### src/scie_pkg.sv
`default_nettype none
package scie_pkg;

  // ==========================================================================
  // timing
  localparam int unsigned CLK_PERIOD_NS   = 50;
  localparam int unsigned RESTORE_MS      = 800;
  localparam int unsigned RESTORE_REVS    = 16;
  localparam int unsigned RESTORE_CYCLES  = (RESTORE_MS * 1000000) / CLK_PERIOD_NS;

  // ==========================================================================
  // codes and field layout
  localparam int unsigned BYTE_W          = 12;
  localparam int unsigned UNIT_N          = 4;
  localparam int unsigned UNIT_W          = 2;
  localparam int unsigned ADDR_W          = 24;
  localparam int unsigned SECT_W          = 8;
  localparam int unsigned SEL_N           = 5;
  localparam int unsigned SEL_W           = 3;
  localparam logic [5:0]  FN_GROUP_ADDR   = 6'h01;
  localparam logic [5:0]  FN_GROUP_IO     = 6'h04;
  localparam logic [BYTE_W-1:0] FN_CKW_VERIFY = 12'h024;
  localparam logic [5:0]  FN_GROUP_SEL    = 6'h02;
  localparam logic [5:0]  FN_GROUP_REL    = 6'h03;
  localparam logic [5:0]  FN_CLEAR        = 6'h00;
  localparam logic [5:0]  FN_RELEASE      = 6'h05;
  localparam logic [ADDR_W-1:0] ADDR_RESET = 24'h000000;

  // interrupt selection bit positions
  localparam int unsigned SEL_READY       = 0;
  localparam int unsigned SEL_FINISH      = 1;
  localparam int unsigned SEL_ABN_FINISH  = 2;
  localparam int unsigned SEL_SEEK        = 3;
  localparam int unsigned SEL_OPP_REL     = 4;

  // ==========================================================================
  // carriers
  typedef struct packed {
    logic              valid;
    logic              is_connect;
    logic              is_function;
    logic              is_data;
    logic [BYTE_W-1:0] word;
    logic              par;
  } scie_chan_req_t;

  typedef struct packed {
    logic reply;
    logic reject;
    logic link_par_err;
    logic irq;
    logic lockout_override;
  } scie_chan_rsp_t;

  typedef enum logic [4:0] {
    SCIE_IDLE   = 5'b00001,
    SCIE_SEEK   = 5'b00010,
    SCIE_VERIFY = 5'b00100,
    SCIE_XFER   = 5'b01000,
    SCIE_PAD    = 5'b10000
  } scie_op_state_t;

  // ==========================================================================
  // odd parity over a 12-bit byte: bit set when the word has even weight
  function automatic logic scie_odd_par(input logic [BYTE_W-1:0] w);
    return ~(^w);
  endfunction

endpackage : scie_pkg
`default_nettype wire

### src/scie_parity_chk.sv
`default_nettype none
module scie_parity_chk
  import scie_pkg::*;
(
  input  wire logic           mclk_i,
  input  wire logic           rst_n_i,
  input  wire scie_chan_req_t req_i,
  output logic                conn_err_o,
  output logic                fn_err_o,
  output logic                data_err_o,
  output logic                indicator_o
);

  logic bad;
  logic ind_ff;
  logic nxt_ind;

  // ==========================================================================
  // check
  always_comb begin
    bad         = req_i.valid && (scie_odd_par(req_i.word) != req_i.par);
    conn_err_o  = bad && req_i.is_connect;
    fn_err_o    = bad && req_i.is_function;
    data_err_o  = bad && req_i.is_data;
    // indicator is sticky until reset: it is a panel lamp, not a status bit
    nxt_ind     = ind_ff | bad;
  end

  always_ff @(posedge mclk_i) begin
    if (!rst_n_i) begin
      ind_ff <= 1'b0;
    end else begin
      ind_ff <= nxt_ind;
    end
  end

  assign indicator_o = ind_ff;

endmodule // scie_parity_chk
`default_nettype wire

### src/scie_restore_tmr.sv
`default_nettype none
module scie_restore_tmr
  import scie_pkg::*;
#(
  parameter int unsigned RESTORE_CYC = RESTORE_CYCLES
) (
  input  wire logic              mclk_i,
  input  wire logic              rst_n_i,
  input  wire logic              strip_i,
  input  wire logic              release_i,
  input  wire logic              readdress_i,
  input  wire logic [UNIT_W-1:0] unit_i,
  output logic                   restore_o,
  output logic [UNIT_W-1:0]      restore_unit_o
);

  logic [24:0]       cnt_ff;
  logic [24:0]       nxt_cnt;
  logic              arm_ff;
  logic              nxt_arm;
  logic [UNIT_W-1:0] unit_ff;
  logic [UNIT_W-1:0] nxt_unit;
  logic              pulse_ff;
  logic              nxt_pulse;

  // ==========================================================================
  // countdown from release; readdressing the same strip cancels it
  always_comb begin
    nxt_cnt   = cnt_ff;
    nxt_arm   = arm_ff;
    nxt_unit  = unit_ff;
    nxt_pulse = 1'b0;
    if (release_i && strip_i) begin
      nxt_arm  = 1'b1;
      nxt_unit = unit_i;
      nxt_cnt  = 25'(RESTORE_CYC);
    end else if (arm_ff) begin
      if (readdress_i && unit_i == unit_ff) begin
        nxt_arm = 1'b0;
      end else if (cnt_ff <= 25'h0000001) begin
        nxt_arm   = 1'b0;
        nxt_pulse = 1'b1;
      end else begin
        nxt_cnt = cnt_ff - 25'h0000001;
      end
    end
  end

  always_ff @(posedge mclk_i) begin
    if (!rst_n_i) begin
      cnt_ff   <= 25'h0000000;
      arm_ff   <= 1'b0;
      unit_ff  <= 2'h0;
      pulse_ff <= 1'b0;
    end else begin
      cnt_ff   <= nxt_cnt;
      arm_ff   <= nxt_arm;
      unit_ff  <= nxt_unit;
      pulse_ff <= nxt_pulse;
    end
  end

  assign restore_o      = pulse_ff;
  assign restore_unit_o = unit_ff;

endmodule // scie_restore_tmr
`default_nettype wire

### src/scie_ctrl.sv
`default_nettype none
// How it works
// - released strip restores unless same strip readdressed within 16 revolutions (800 ms)
// - interrupt output drops on clear, release-disconnect, or any new function code
// - clears and release-disconnect remove all selections; release keeps opposite-release
// - clears remove opposite-release selection only when other channel holds no reservation
// - each selection has a release code removing just that selection
// - reserving channel gets all interrupts; other gets only opposite-release
// - address error or not-ready: hang busy, or send lockout override if abnormal selected
// - starting any I/O code seeks to the address register location
// - header verify at next sector; new off-cylinder unit needs seek and verify
// - address advances each sector except on address error or selected abnormal
// - on-sector holds until read, write, seek, drive/controller release or clear
// - only first on-sector sets seek interrupt until an operation finishes
// - any function clears pending interrupt, even if coincident with on-sector
// - seek keeps busy but accepts new connect/function once pulse sent
// - address and I/O codes must be last; all but checkword verify need transfer
// - end-of-record mode pads short sector with zeros and writes record mark
// - every received byte is parity checked and lights indicator on mismatch
// - connect parity error: never connects and drops any link held; no reply, reject or error
// - function parity error: signal error, discard function, no reply or reject
// - data parity error: signal error but reply and use byte
// - on-sector only after positioner-ready has asserted
module scie_ctrl
  import scie_pkg::*;
#(
  parameter int unsigned RESTORE_CYC = RESTORE_CYCLES
) (
  input  wire logic                mclk_i,
  input  wire logic                rst_n_i,
  input  wire logic                master_clear_i,
  input  wire scie_chan_req_t      chan_a_req_i,
  input  wire scie_chan_req_t      chan_b_req_i,
  output scie_chan_rsp_t           chan_a_rsp_o,
  output scie_chan_rsp_t           chan_b_rsp_o,
  input  wire logic [UNIT_N-1:0]   pos_ready_i,
  input  wire logic [UNIT_N-1:0]   seek_done_i,
  input  wire logic                sector_end_i,
  input  wire logic                addr_err_i,
  input  wire logic                not_ready_i,
  input  wire logic                abnormal_i,
  input  wire logic                strip_unit_i,
  input  wire logic                eor_mode_i,
  input  wire logic                out_done_i,
  output logic [UNIT_N-1:0]        on_sector_o,
  output logic                     seek_pulse_o,
  output logic                     verify_o,
  output logic                     pad_zero_o,
  output logic                     record_mark_o,
  output logic [ADDR_W-1:0]        addr_o,
  output logic [UNIT_W-1:0]        unit_o,
  output logic                     busy_o,
  output logic                     reserved_a_o,
  output logic                     reserved_b_o,
  output logic                     parity_lamp_o,
  output logic                     restore_o,
  output logic [UNIT_W-1:0]        restore_unit_o
);

  // ==========================================================================
  // pin synchronisers
  logic [UNIT_N-1:0] posr_s1_ff, posr_ff, seek_s1_ff, seek_ff;
  logic              mc_s1_ff, mc_ff;

  always_ff @(posedge mclk_i) begin
    if (!rst_n_i) begin
      posr_s1_ff <= 4'h0;
      posr_ff    <= 4'h0;
      seek_s1_ff <= 4'h0;
      seek_ff    <= 4'h0;
      mc_s1_ff   <= 1'b0;
      mc_ff      <= 1'b0;
    end else begin
      posr_s1_ff <= pos_ready_i;
      posr_ff    <= posr_s1_ff;
      seek_s1_ff <= seek_done_i;
      seek_ff    <= seek_s1_ff;
      mc_s1_ff   <= master_clear_i;
      mc_ff      <= mc_s1_ff;
    end
  end

  // ==========================================================================
  // request arbitration: channel a wins a tie, as the first recognised
  scie_chan_req_t req;
  logic           from_b;
  logic           a_conn_err, a_fn_err, a_data_err, a_lamp;
  logic           b_conn_err, b_fn_err, b_data_err, b_lamp;

  scie_parity_chk u_par_a (
    .mclk_i      (mclk_i),
    .rst_n_i     (rst_n_i),
    .req_i       (chan_a_req_i),
    .conn_err_o  (a_conn_err),
    .fn_err_o    (a_fn_err),
    .data_err_o  (a_data_err),
    .indicator_o (a_lamp)
  );

  scie_parity_chk u_par_b (
    .mclk_i      (mclk_i),
    .rst_n_i     (rst_n_i),
    .req_i       (chan_b_req_i),
    .conn_err_o  (b_conn_err),
    .fn_err_o    (b_fn_err),
    .data_err_o  (b_data_err),
    .indicator_o (b_lamp)
  );

  assign parity_lamp_o = a_lamp | b_lamp;

  // ==========================================================================
  // state
  logic [1:0]         res_ff, nxt_res;       // [0] channel a, [1] channel b
  logic [SEL_N-1:0]   sel_ff, nxt_sel;
  logic [1:0]         oppsel_ff, nxt_oppsel; // opposite-release per channel
  logic               pend_ff, nxt_pend;
  logic               seek_arm_ff, nxt_seek_arm;
  logic [UNIT_N-1:0]  onsec_ff, nxt_onsec;
  logic [UNIT_N-1:0]  seeking_ff, nxt_seeking;
  logic [ADDR_W-1:0]  addr_ff, nxt_addr;
  logic [UNIT_W-1:0]  unit_ff, nxt_unit, last_unit_ff, nxt_last_unit;
  logic               hang_ff, nxt_hang;
  logic               abn_ff, nxt_abn;
  logic [1:0]         opp_irq_ff, nxt_opp_irq;
  scie_op_state_t     st_ff, nxt_st;
  scie_chan_rsp_t     rsp_a_ff, nxt_rsp_a, rsp_b_ff, nxt_rsp_b;
  logic               seek_pulse_ff, nxt_seek_pulse;

  logic        cur_conn_err, cur_fn_err, cur_data_err;
  logic        is_fn, is_clear, is_release, is_rel_sel, is_sel, is_io, is_addr;
  logic        chan_mine, clears, finish, fin_evt;
  logic [5:0]  grp;
  logic [SEL_W-1:0] sel_idx;

  always_comb begin
    from_b       = !chan_a_req_i.valid && chan_b_req_i.valid;
    req          = from_b ? chan_b_req_i : chan_a_req_i;
    cur_conn_err = from_b ? b_conn_err : a_conn_err;
    cur_fn_err   = from_b ? b_fn_err : a_fn_err;
    cur_data_err = from_b ? b_data_err : a_data_err;
    grp          = req.word[BYTE_W-1:6];
    sel_idx      = req.word[SEL_W-1:0];
    chan_mine    = from_b ? res_ff[1] : res_ff[0];
    is_fn        = req.valid && req.is_function && chan_mine && !cur_fn_err;
    is_clear     = is_fn && grp == FN_CLEAR;
    is_release   = is_fn && grp == FN_RELEASE;
    is_sel       = is_fn && grp == FN_GROUP_SEL;
    is_rel_sel   = is_fn && grp == FN_GROUP_REL;
    is_io        = is_fn && grp == FN_GROUP_IO;
    is_addr      = is_fn && grp == FN_GROUP_ADDR;
    clears       = mc_ff || is_clear;
    fin_evt      = sector_end_i && (st_ff == SCIE_XFER) && out_done_i;
    finish       = fin_evt || st_ff == SCIE_PAD;
  end

  // ==========================================================================
  // next-state logic
  always_comb begin
    nxt_res        = res_ff;
    nxt_sel        = sel_ff;
    nxt_oppsel     = oppsel_ff;
    nxt_pend       = pend_ff;
    nxt_seek_arm   = seek_arm_ff;
    nxt_onsec      = onsec_ff;
    nxt_seeking    = seeking_ff;
    nxt_addr       = addr_ff;
    nxt_unit       = unit_ff;
    nxt_last_unit  = last_unit_ff;
    nxt_hang       = hang_ff;
    nxt_abn        = abn_ff;
    nxt_opp_irq    = opp_irq_ff;
    nxt_st         = st_ff;
    nxt_rsp_a      = '0;
    nxt_rsp_b      = '0;
    nxt_seek_pulse = 1'b0;

    // on-sector tracking per unit
    for (int u = 0; u < UNIT_N; u++) begin
      if (seeking_ff[u] && seek_ff[u] && posr_ff[u]) begin
        nxt_onsec[u]   = 1'b1;
        nxt_seeking[u] = 1'b0;
        if (seek_arm_ff && sel_ff[SEL_SEEK]) begin
          nxt_pend     = 1'b1;
          nxt_seek_arm = 1'b0;
        end
      end
    end

    // transfer sequencing
    case (st_ff)
      SCIE_IDLE:   nxt_st = SCIE_IDLE;
      SCIE_SEEK: begin
        if (posr_ff[unit_ff]) begin
          nxt_st = SCIE_VERIFY;
        end
      end
      SCIE_VERIFY: begin
        if (sector_end_i) begin
          nxt_st = SCIE_XFER;
        end
      end
      SCIE_XFER: begin
        if (sector_end_i) begin
          if (!(addr_err_i || (abnormal_i && sel_ff[SEL_ABN_FINISH]))) begin
            nxt_addr = addr_ff + 24'h000001;
          end
          if (out_done_i) begin
            nxt_st = eor_mode_i ? SCIE_PAD : SCIE_IDLE;
          end
        end else if (out_done_i && eor_mode_i) begin
          nxt_st = SCIE_PAD;
        end
      end
      SCIE_PAD: begin
        if (sector_end_i) begin
          nxt_addr = addr_ff + 24'h000001;
          nxt_st   = SCIE_IDLE;
        end
      end
      default:     nxt_st = SCIE_IDLE;
    endcase

    if (finish && nxt_st == SCIE_IDLE) begin
      nxt_seek_arm = 1'b1;
      if (sel_ff[SEL_FINISH]) begin
        nxt_pend = 1'b1;
      end
    end

    // error handling
    if ((addr_err_i || not_ready_i) && st_ff != SCIE_IDLE) begin
      nxt_st = SCIE_IDLE;
      if (sel_ff[SEL_ABN_FINISH]) begin
        nxt_abn  = 1'b1;
        nxt_pend = 1'b1;
      end else begin
        nxt_hang = 1'b1;
      end
    end

    // connect: parity error drops the link silently
    if (req.valid && req.is_connect) begin
      if (cur_conn_err) begin
        if (from_b) nxt_res[1] = 1'b0;
        else        nxt_res[0] = 1'b0;
      end else if (res_ff == 2'b00) begin
        nxt_res = from_b ? 2'b10 : 2'b01;
        if (from_b) nxt_rsp_b.reply = 1'b1;
        else        nxt_rsp_a.reply = 1'b1;
      end else if (!chan_mine) begin
        if (from_b) nxt_rsp_b.reject = 1'b1;
        else        nxt_rsp_a.reject = 1'b1;
      end else begin
        if (from_b) nxt_rsp_b.reply = 1'b1;
        else        nxt_rsp_a.reply = 1'b1;
      end
    end

    // function and data answers
    if (req.valid && (req.is_function || req.is_data)) begin
      if (from_b) begin
        nxt_rsp_b.link_par_err = cur_fn_err || cur_data_err;
        nxt_rsp_b.reply        = chan_mine && !cur_fn_err;
      end else begin
        nxt_rsp_a.link_par_err = cur_fn_err || cur_data_err;
        nxt_rsp_a.reply        = chan_mine && !cur_fn_err;
      end
    end

    if (is_fn) begin
      nxt_pend = 1'b0;
      nxt_abn  = 1'b0;
      if (is_sel && sel_idx == 3'(SEL_OPP_REL)) begin
        nxt_oppsel[from_b] = 1'b1;
      end else if (is_sel && 32'(sel_idx) < SEL_N) begin
        nxt_sel[sel_idx] = 1'b1;
      end
      if (is_rel_sel && sel_idx == 3'(SEL_OPP_REL)) begin
        nxt_oppsel[from_b] = 1'b0;
      end else if (is_rel_sel && 32'(sel_idx) < SEL_N) begin
        nxt_sel[sel_idx] = 1'b0;
      end
      if (is_addr) begin
        nxt_unit          = req.word[UNIT_W-1:0];
        nxt_seeking[nxt_unit] = 1'b1;
        nxt_onsec[nxt_unit]   = 1'b0;
        nxt_seek_pulse    = 1'b1;
      end
      if (is_io && req.word != FN_CKW_VERIFY) begin
        nxt_onsec[unit_ff] = 1'b0;
        nxt_seek_pulse     = 1'b1;
        nxt_last_unit      = unit_ff;
        nxt_st = (unit_ff != last_unit_ff && !posr_ff[unit_ff]) ? SCIE_SEEK
                                                                  : SCIE_VERIFY;
      end
    end

    if (is_release) begin
      nxt_sel   = '0;
      nxt_onsec = 4'h0;
      nxt_pend  = 1'b0;
      nxt_hang  = 1'b0;
      nxt_res[from_b] = 1'b0;
      nxt_opp_irq[!from_b] = oppsel_ff[!from_b];
    end

    if (clears) begin
      nxt_sel   = '0;
      nxt_pend  = 1'b0;
      nxt_abn   = 1'b0;
      nxt_hang  = 1'b0;
      nxt_onsec = 4'h0;
      nxt_st    = SCIE_IDLE;
      nxt_addr  = ADDR_RESET;
      for (int c = 0; c < 2; c++) begin
        if (!res_ff[1-c]) nxt_oppsel[c] = 1'b0;
      end
      nxt_opp_irq = 2'b00;
      if (mc_ff) nxt_res = 2'b00;
    end

    if (req.valid && req.is_function && !cur_fn_err) begin
      nxt_opp_irq[from_b] = 1'b0;
    end

    // only reserving channel sees selected interrupts
    nxt_rsp_a.irq = (res_ff[0] && pend_ff) || opp_irq_ff[0];
    nxt_rsp_b.irq = (res_ff[1] && pend_ff) || opp_irq_ff[1];
    nxt_rsp_a.lockout_override = res_ff[0] && abn_ff;
    nxt_rsp_b.lockout_override = res_ff[1] && abn_ff;
  end

  // ==========================================================================
  // registers
  always_ff @(posedge mclk_i) begin
    if (!rst_n_i) begin
      res_ff        <= 2'h0;
      sel_ff        <= 5'h00;
      oppsel_ff     <= 2'h0;
      pend_ff       <= 1'b0;
      seek_arm_ff   <= 1'b1;
      onsec_ff      <= 4'h0;
      seeking_ff    <= 4'h0;
      addr_ff       <= ADDR_RESET;
      unit_ff       <= 2'h0;
      last_unit_ff  <= 2'h0;
      hang_ff       <= 1'b0;
      abn_ff        <= 1'b0;
      opp_irq_ff    <= 2'h0;
      st_ff         <= SCIE_IDLE;
      rsp_a_ff      <= '0;
      rsp_b_ff      <= '0;
      seek_pulse_ff <= 1'b0;
    end else begin
      res_ff        <= nxt_res;
      sel_ff        <= nxt_sel;
      oppsel_ff     <= nxt_oppsel;
      pend_ff       <= nxt_pend;
      seek_arm_ff   <= nxt_seek_arm;
      onsec_ff      <= nxt_onsec;
      seeking_ff    <= nxt_seeking;
      addr_ff       <= nxt_addr;
      unit_ff       <= nxt_unit;
      last_unit_ff  <= nxt_last_unit;
      hang_ff       <= nxt_hang;
      abn_ff        <= nxt_abn;
      opp_irq_ff    <= nxt_opp_irq;
      st_ff         <= nxt_st;
      rsp_a_ff      <= nxt_rsp_a;
      rsp_b_ff      <= nxt_rsp_b;
      seek_pulse_ff <= nxt_seek_pulse;
    end
  end

  // ==========================================================================
  // strip restore
  scie_restore_tmr #(
    .RESTORE_CYC (RESTORE_CYC)
  ) u_restore (
    .mclk_i         (mclk_i),
    .rst_n_i        (rst_n_i),
    .strip_i        (strip_unit_i),
    .release_i      (is_release),
    .readdress_i    (is_addr),
    .unit_i         (is_addr ? req.word[UNIT_W-1:0] : unit_ff),
    .restore_o      (restore_o),
    .restore_unit_o (restore_unit_o)
  );

  // ==========================================================================
  // outputs
  assign chan_a_rsp_o  = rsp_a_ff;
  assign chan_b_rsp_o  = rsp_b_ff;
  assign on_sector_o   = onsec_ff;
  assign seek_pulse_o  = seek_pulse_ff;
  assign verify_o      = (st_ff == SCIE_VERIFY);
  assign pad_zero_o    = (st_ff == SCIE_PAD);
  assign record_mark_o = (st_ff == SCIE_PAD) && sector_end_i;
  assign addr_o        = addr_ff;
  assign unit_o        = unit_ff;
  // seeks hold busy while the channel may still talk to us
  assign busy_o        = hang_ff || (st_ff != SCIE_IDLE) || (|seeking_ff);
  assign reserved_a_o  = res_ff[0];
  assign reserved_b_o  = res_ff[1];

endmodule // scie_ctrl
`default_nettype wire

### config.mk
export PLATFORM = sky130hd
export DESIGN_NAME = scie_ctrl
export DESIGN_NICKNAME = d
export VERILOG_FILES = /design/src/scie_pkg.sv /design/src/scie_parity_chk.sv /design/src/scie_restore_tmr.sv /design/src/scie_ctrl.sv
export SDC_FILE = /design/constraint.sdc
export NUM_CORES = 1
export LEC_CHECK = 0
export BUFFER_PORTS_ARGS = -buffer_cell sky130_fd_sc_hd__buf_2
export CAP_MARGIN = 5
export CORE_AREA = 2 2 104 106
export DETAILED_ROUTE_END_ITERATION = 7
export DIE_AREA = 0 0 106 108
export GPL_TIMING_DRIVEN = 0
export HOLD_SLACK_MARGIN = 0.08
export PLACE_DENSITY = 0.79
export SLEW_MARGIN = 10
export SYNTH_ARGS = -nofsm -noshare
export SYNTH_HDL_FRONTEND = slang
export SYNTH_SLANG_ARGS = --single-unit
### constraint.sdc
create_clock -name mclk_i -period 3.7 [get_ports mclk_i]
set_input_delay 0.74 -clock mclk_i [delete_from_list [all_inputs] [get_ports mclk_i]]
set_output_delay 0.74 -clock mclk_i [all_outputs]
set_load 0.01 [all_outputs]
==> results.txt <==
----------------------------------------------------
[Routing]
  Antenna violation net count after detailed routing ... 0
  Wire length reported by the detailed router ... between 10000 and 15000 um
  Via Count ... 5329
  Remaining DRCs ... 0
  Routed via count divided by cell count ... just under 6
  Average detailed-routed wire length per instance ... between 15 and 20 um
  Starting DRC count in detailed routing ... around 320
  First-pass detailed-route iteration total ... 5

[Timing]
  Slew at the pin closest to its max-slew limit ... 0.835 ns
  Share of the cycle needed by the critical path after routing ... between 80 and 90%
  Achievable clock frequency ... 0.329 GHz
  Number of hold violations in the final report ... 0
  Layout Skew ... roughly 0.010 ns
  Final number of max-transition violations ... 0
  Min cycle time layout ... slightly above 3 ns
  Max_slew headroom ... between 40% and 50%
  Number of endpoints failing setup at the final stage ... 0
  Setup repair after global routing missed its margin ... no
  Setup TNS ... 0 ns

[Synthesis]
  Primary flip-flop cell chosen by synthesis mapping ... sky130_fd_sc_hd__dfxtp_1
  Mean instance size in the synthesized netlist ... 8.76 um2
  Synthesized flop and latch total ... 114
  Share of async-settable or async-resettable flops after synthesis ... 0%
  Number of enable flip-flop cells after synthesis ... 0
  Yosys Warn Count ... 0
  Syn Std Cell Area ... around 5600 um2
  Proportion of synthesized chip area in sequential cells ... 40.5%
  Synth Instances ... 643
  Post-synth cell types ... 76
  Total nets after synthesis ... roughly 700

[Worst setup path]
  Count of buffer and inverter cells on the critical path ... 3
  Source of the critical timing path ... chan_b_req_i[9]
  Nature of the critical path endpoint ... flip-flop
  Kind of critical path ... input port to flip-flop
  Startpoint type of the worst setup path ... input port
  Stage delay of the slowest cell on the critical path ... roughly 0.45 ns
  Cell breakdown of the critical path ... buf_2 -> xnor3_1 -> xnor3_1 -> xnor2_1 -> buf_2 -> o22ai_2 -> nand3_1 -> nand2_1 -> clkbuf_1 -> nor2_1
  CP max stage cell ... sky130_fd_sc_hd__clkbuf_1
  Kind of cell adding the most delay to the critical path ... simple AND/OR/NAND/NOR gates
  Startpoint of the worst register-to-register path ... res_ff[1]
  Critical path arrival ... 3.41 ns
  Critical Path Fanout Max ... 10
  Critical path required time ... just over 4 ns

[Global route]
  Grt met1 use ... about 34%
  GR Util All Layers ... 26.3%
  Maximum number of pins on one net before global-route repair ... 17
  Number of global-route vias before repair ... roughly 5000
  Number of antenna violations at the first check in global routing ... 0
  Busiest layer in global routing ... met2
  Wire length of the first global-routing pass ... about 24000 um
  Met2 layer usage reported by global route ... 43.3%
  GR Overflow Total ... 0
  Met3 usage ... between 5 and 6%

[Pwr]
  Portion of total power attributed to combinational logic ... 11.5%
  Int Power ... 2.36 mW
  Power per unit of standard cell area ... 459 nW/um2
  Portion of total power attributed to the clock network ... about 49%
  Net load switching power ... around 0.8 mW
  Static Leak ... approximately 2.8 nW
  Switching Share ... 25.0%
  Part of the total power dissipated in sequential elements ... 40.0%
  Worst vdd ir ... between 300 and 400 uV

[CTS]
  Number of setup buffers added after CTS ... 0
  Root buf cell ... sky130_fd_sc_hd__clkbuf_8
  Clock net sink count ... between 100 and 150
  Deepest level of the CTS H-tree ... 4
  Clock latency of the later-clocked register in the worst-skew pair ... 0.52 ns
  Clock-pin slew reported for the worst setup and hold paths after clock tree synthesis ... around 0.050 ns
  CTS max path bufs ... 2
  CTS tree ... built
  CTS buffer count ... 17
  Cts hold-fix bufs ... 0
  Post-CTS Resized ... 0

[Hold path]
  Type of the most critical hold path ... flip-flop to flip-flop
  Source of the worst hold timing path ... seek_s1_ff[1]

[Die]
  Initial Util ... between 50% and 60%
  Die height ... ~110 um
  Row count ... 37
  Die Footprint ... around 11000 um2
  Top-level I/O count ... approximately 100
  Core region area ... approximately 10000 um2
  Die Span X ... 106 um

[Cells and area]
  Most frequent cells in the layout ... sky130_fd_sc_hd__buf_2, sky130_fd_sc_hd__dfxtp_1, sky130_fd_sc_hd__nor2_1
  Proportion of layout cells with a drive suffix above 1 ... between 20 and 25%
  Count of placed standard cells in the final layout, fillers left out ... 912
  Core utilization of the finished layout ... 67.0%
  Number of nets in the layout ... 818
  Filler cells ... ~850
  Most common cell after layout, fill and taps aside ... sky130_fd_sc_hd__buf_2
  Antenna diodes ... 0
  Synthesis-to-layout area growth ... 21.8%

[Outcome]
  Run status ... finished clean

[Placed design]
  Port bufs ... slightly above 100
  Final weighted congestion of routability-driven global placement ... between 0.8 and 0.9
  Half-perimeter wire length after detailed placement ... 10700 um
  Cell total after placement ... 880

[Run]
  Maximum capacitance violations ... 0

----------------------------------------------------
[routing by layer]
metal | vias up | wire, um
met5 | - | 0
met2 | 221 | 6960
met4 | 0 | 310
li1 | 2554 | -
met1 | 2524 | 6510
met3 | 30 | 977
[metrics by stage]
step / hold slack [ns] / setup slack, ns / instance area (um2) / power, mW
6_report: 0.430 / 0.664 / 6860 / 3.15
2_1_floorplan: 0.412 / 0.885 / 5630 / 1.52
3_3_place_gp: 0.415 / 0.277 / 6310 / 1.63
3_5_place_dp: 0.420 / 0.204 / 6310 / 1.63
4_1_cts: 0.415 / 0.720 / 6860 / 3.15
5_1_grt: 0.425 / 0.504 / 6860 / 3.24
[kinds of logic (layout without fill, tap and decap cells)]
logic type | Yosys count | count (layout) | synth area share [%]
muxes | 15 | 15 | 2.96
xor gates and xnor gates | 52 | 52 | 9.91
AOI/OAI and AO/OA | 132 | 132 | 16.2
and+or+nand+nor | 282 | 282 | 26.4
adders and majority gates | 3 | 3 | 0.667
buffers and inverters | 45 | 178 | 3.38
DFF | 114 | 114 | 40.5
[synthesized netlist by cell type (10+ instances only)]
library cell	n	share of area, %
sky130_fd_sc_hd__a21oi_1	48	4.3
sky130_fd_sc_hd__and2_1	24	2.7
sky130_fd_sc_hd__buf_2	14	1.2
sky130_fd_sc_hd__clkbuf_1	12	0.80
sky130_fd_sc_hd__dfxtp_1	114	41
sky130_fd_sc_hd__inv_1	18	1.2
sky130_fd_sc_hd__mux2i_1	13	2.3
sky130_fd_sc_hd__nand2_1	45	3.0
sky130_fd_sc_hd__nand3_1	28	2.5
sky130_fd_sc_hd__nand4_1	10	1.1
sky130_fd_sc_hd__nor2_1	81	5.4
sky130_fd_sc_hd__nor3_1	18	1.6
sky130_fd_sc_hd__o21ai_0	21	1.9
sky130_fd_sc_hd__or3_1	15	1.7
sky130_fd_sc_hd__xnor2_1	28	4.4
sky130_fd_sc_hd__xor2_1	17	2.6
[worst reg2reg max path, stage by stage, from the launching register on]
cell and delay [ns]:
sky130_fd_sc_hd__dfxtp_1 0.32, sky130_fd_sc_hd__clkbuf_1 0.32, sky130_fd_sc_hd__mux2i_1 0.33, sky130_fd_sc_hd__or4_1 0.59, sky130_fd_sc_hd__o32ai_1 0.38, sky130_fd_sc_hd__a21oi_1 0.40
sky130_fd_sc_hd__o311ai_0 0.21, sky130_fd_sc_hd__o41ai_1 0.13
[final timing paths]
check	endpoint	slack, ns	cells past startpoint
max reg2reg	u_restore.cnt_ff[4]	0.90	7
max	u_restore.cnt_ff[0]	0.66	10
min	seek_ff[1]	0.43	1
min reg2reg	seek_ff[1]	0.43	1
[sequential cells by signal, indices dropped and copies added (netlist names), 2 cells and up, named ones only]
| name | count |
|---|---|
| addr_o | 24 |
| unit_o | 2 |
| seeking_ff | 4 |
| u_restore.cnt_ff | 25 |
| chan_b_rsp_o | 5 |
| oppsel_ff | 2 |
| on_sector_o | 4 |
| last_unit_ff | 2 |
| seek_ff | 4 |
| u_restore.restore_unit_o | 2 |
| posr_ff | 4 |
| seek_s1_ff | 4 |
| st_ff | 5 |
| opp_irq_ff | 2 |
| res_ff | 2 |
| sel_ff | 3 |
| chan_a_rsp_o | 5 |
| posr_s1_ff | 4 |
[cell type report]
cell class | instances | area, um2 | area share, %
flip-flops and latches | 114 | 2280 | 33.3
clock inverters | 10 | 110 | 1.61
well taps | 136 | 170 | 2.48
clock buffers | 22 | 443 | 6.46
repair buffers | 101 | 505 | 7.37
inverters | 18 | 67.6 | 0.985
multi-input cells | 484 | 3160 | 46.0
plain buffers | 27 | 123 | 1.79
[power groups by stage]
stage               Clock [mW]  Sequential, mW  Combinational [mW]
detailed placement           0            1.29               0.350
global route              1.60            1.26               0.385
global placement             0            1.28               0.344
floorplan                    0            1.29               0.236
finish                    1.53            1.26               0.362
CTS                       1.54            1.26               0.354
(Power assumes the default switching activity.)
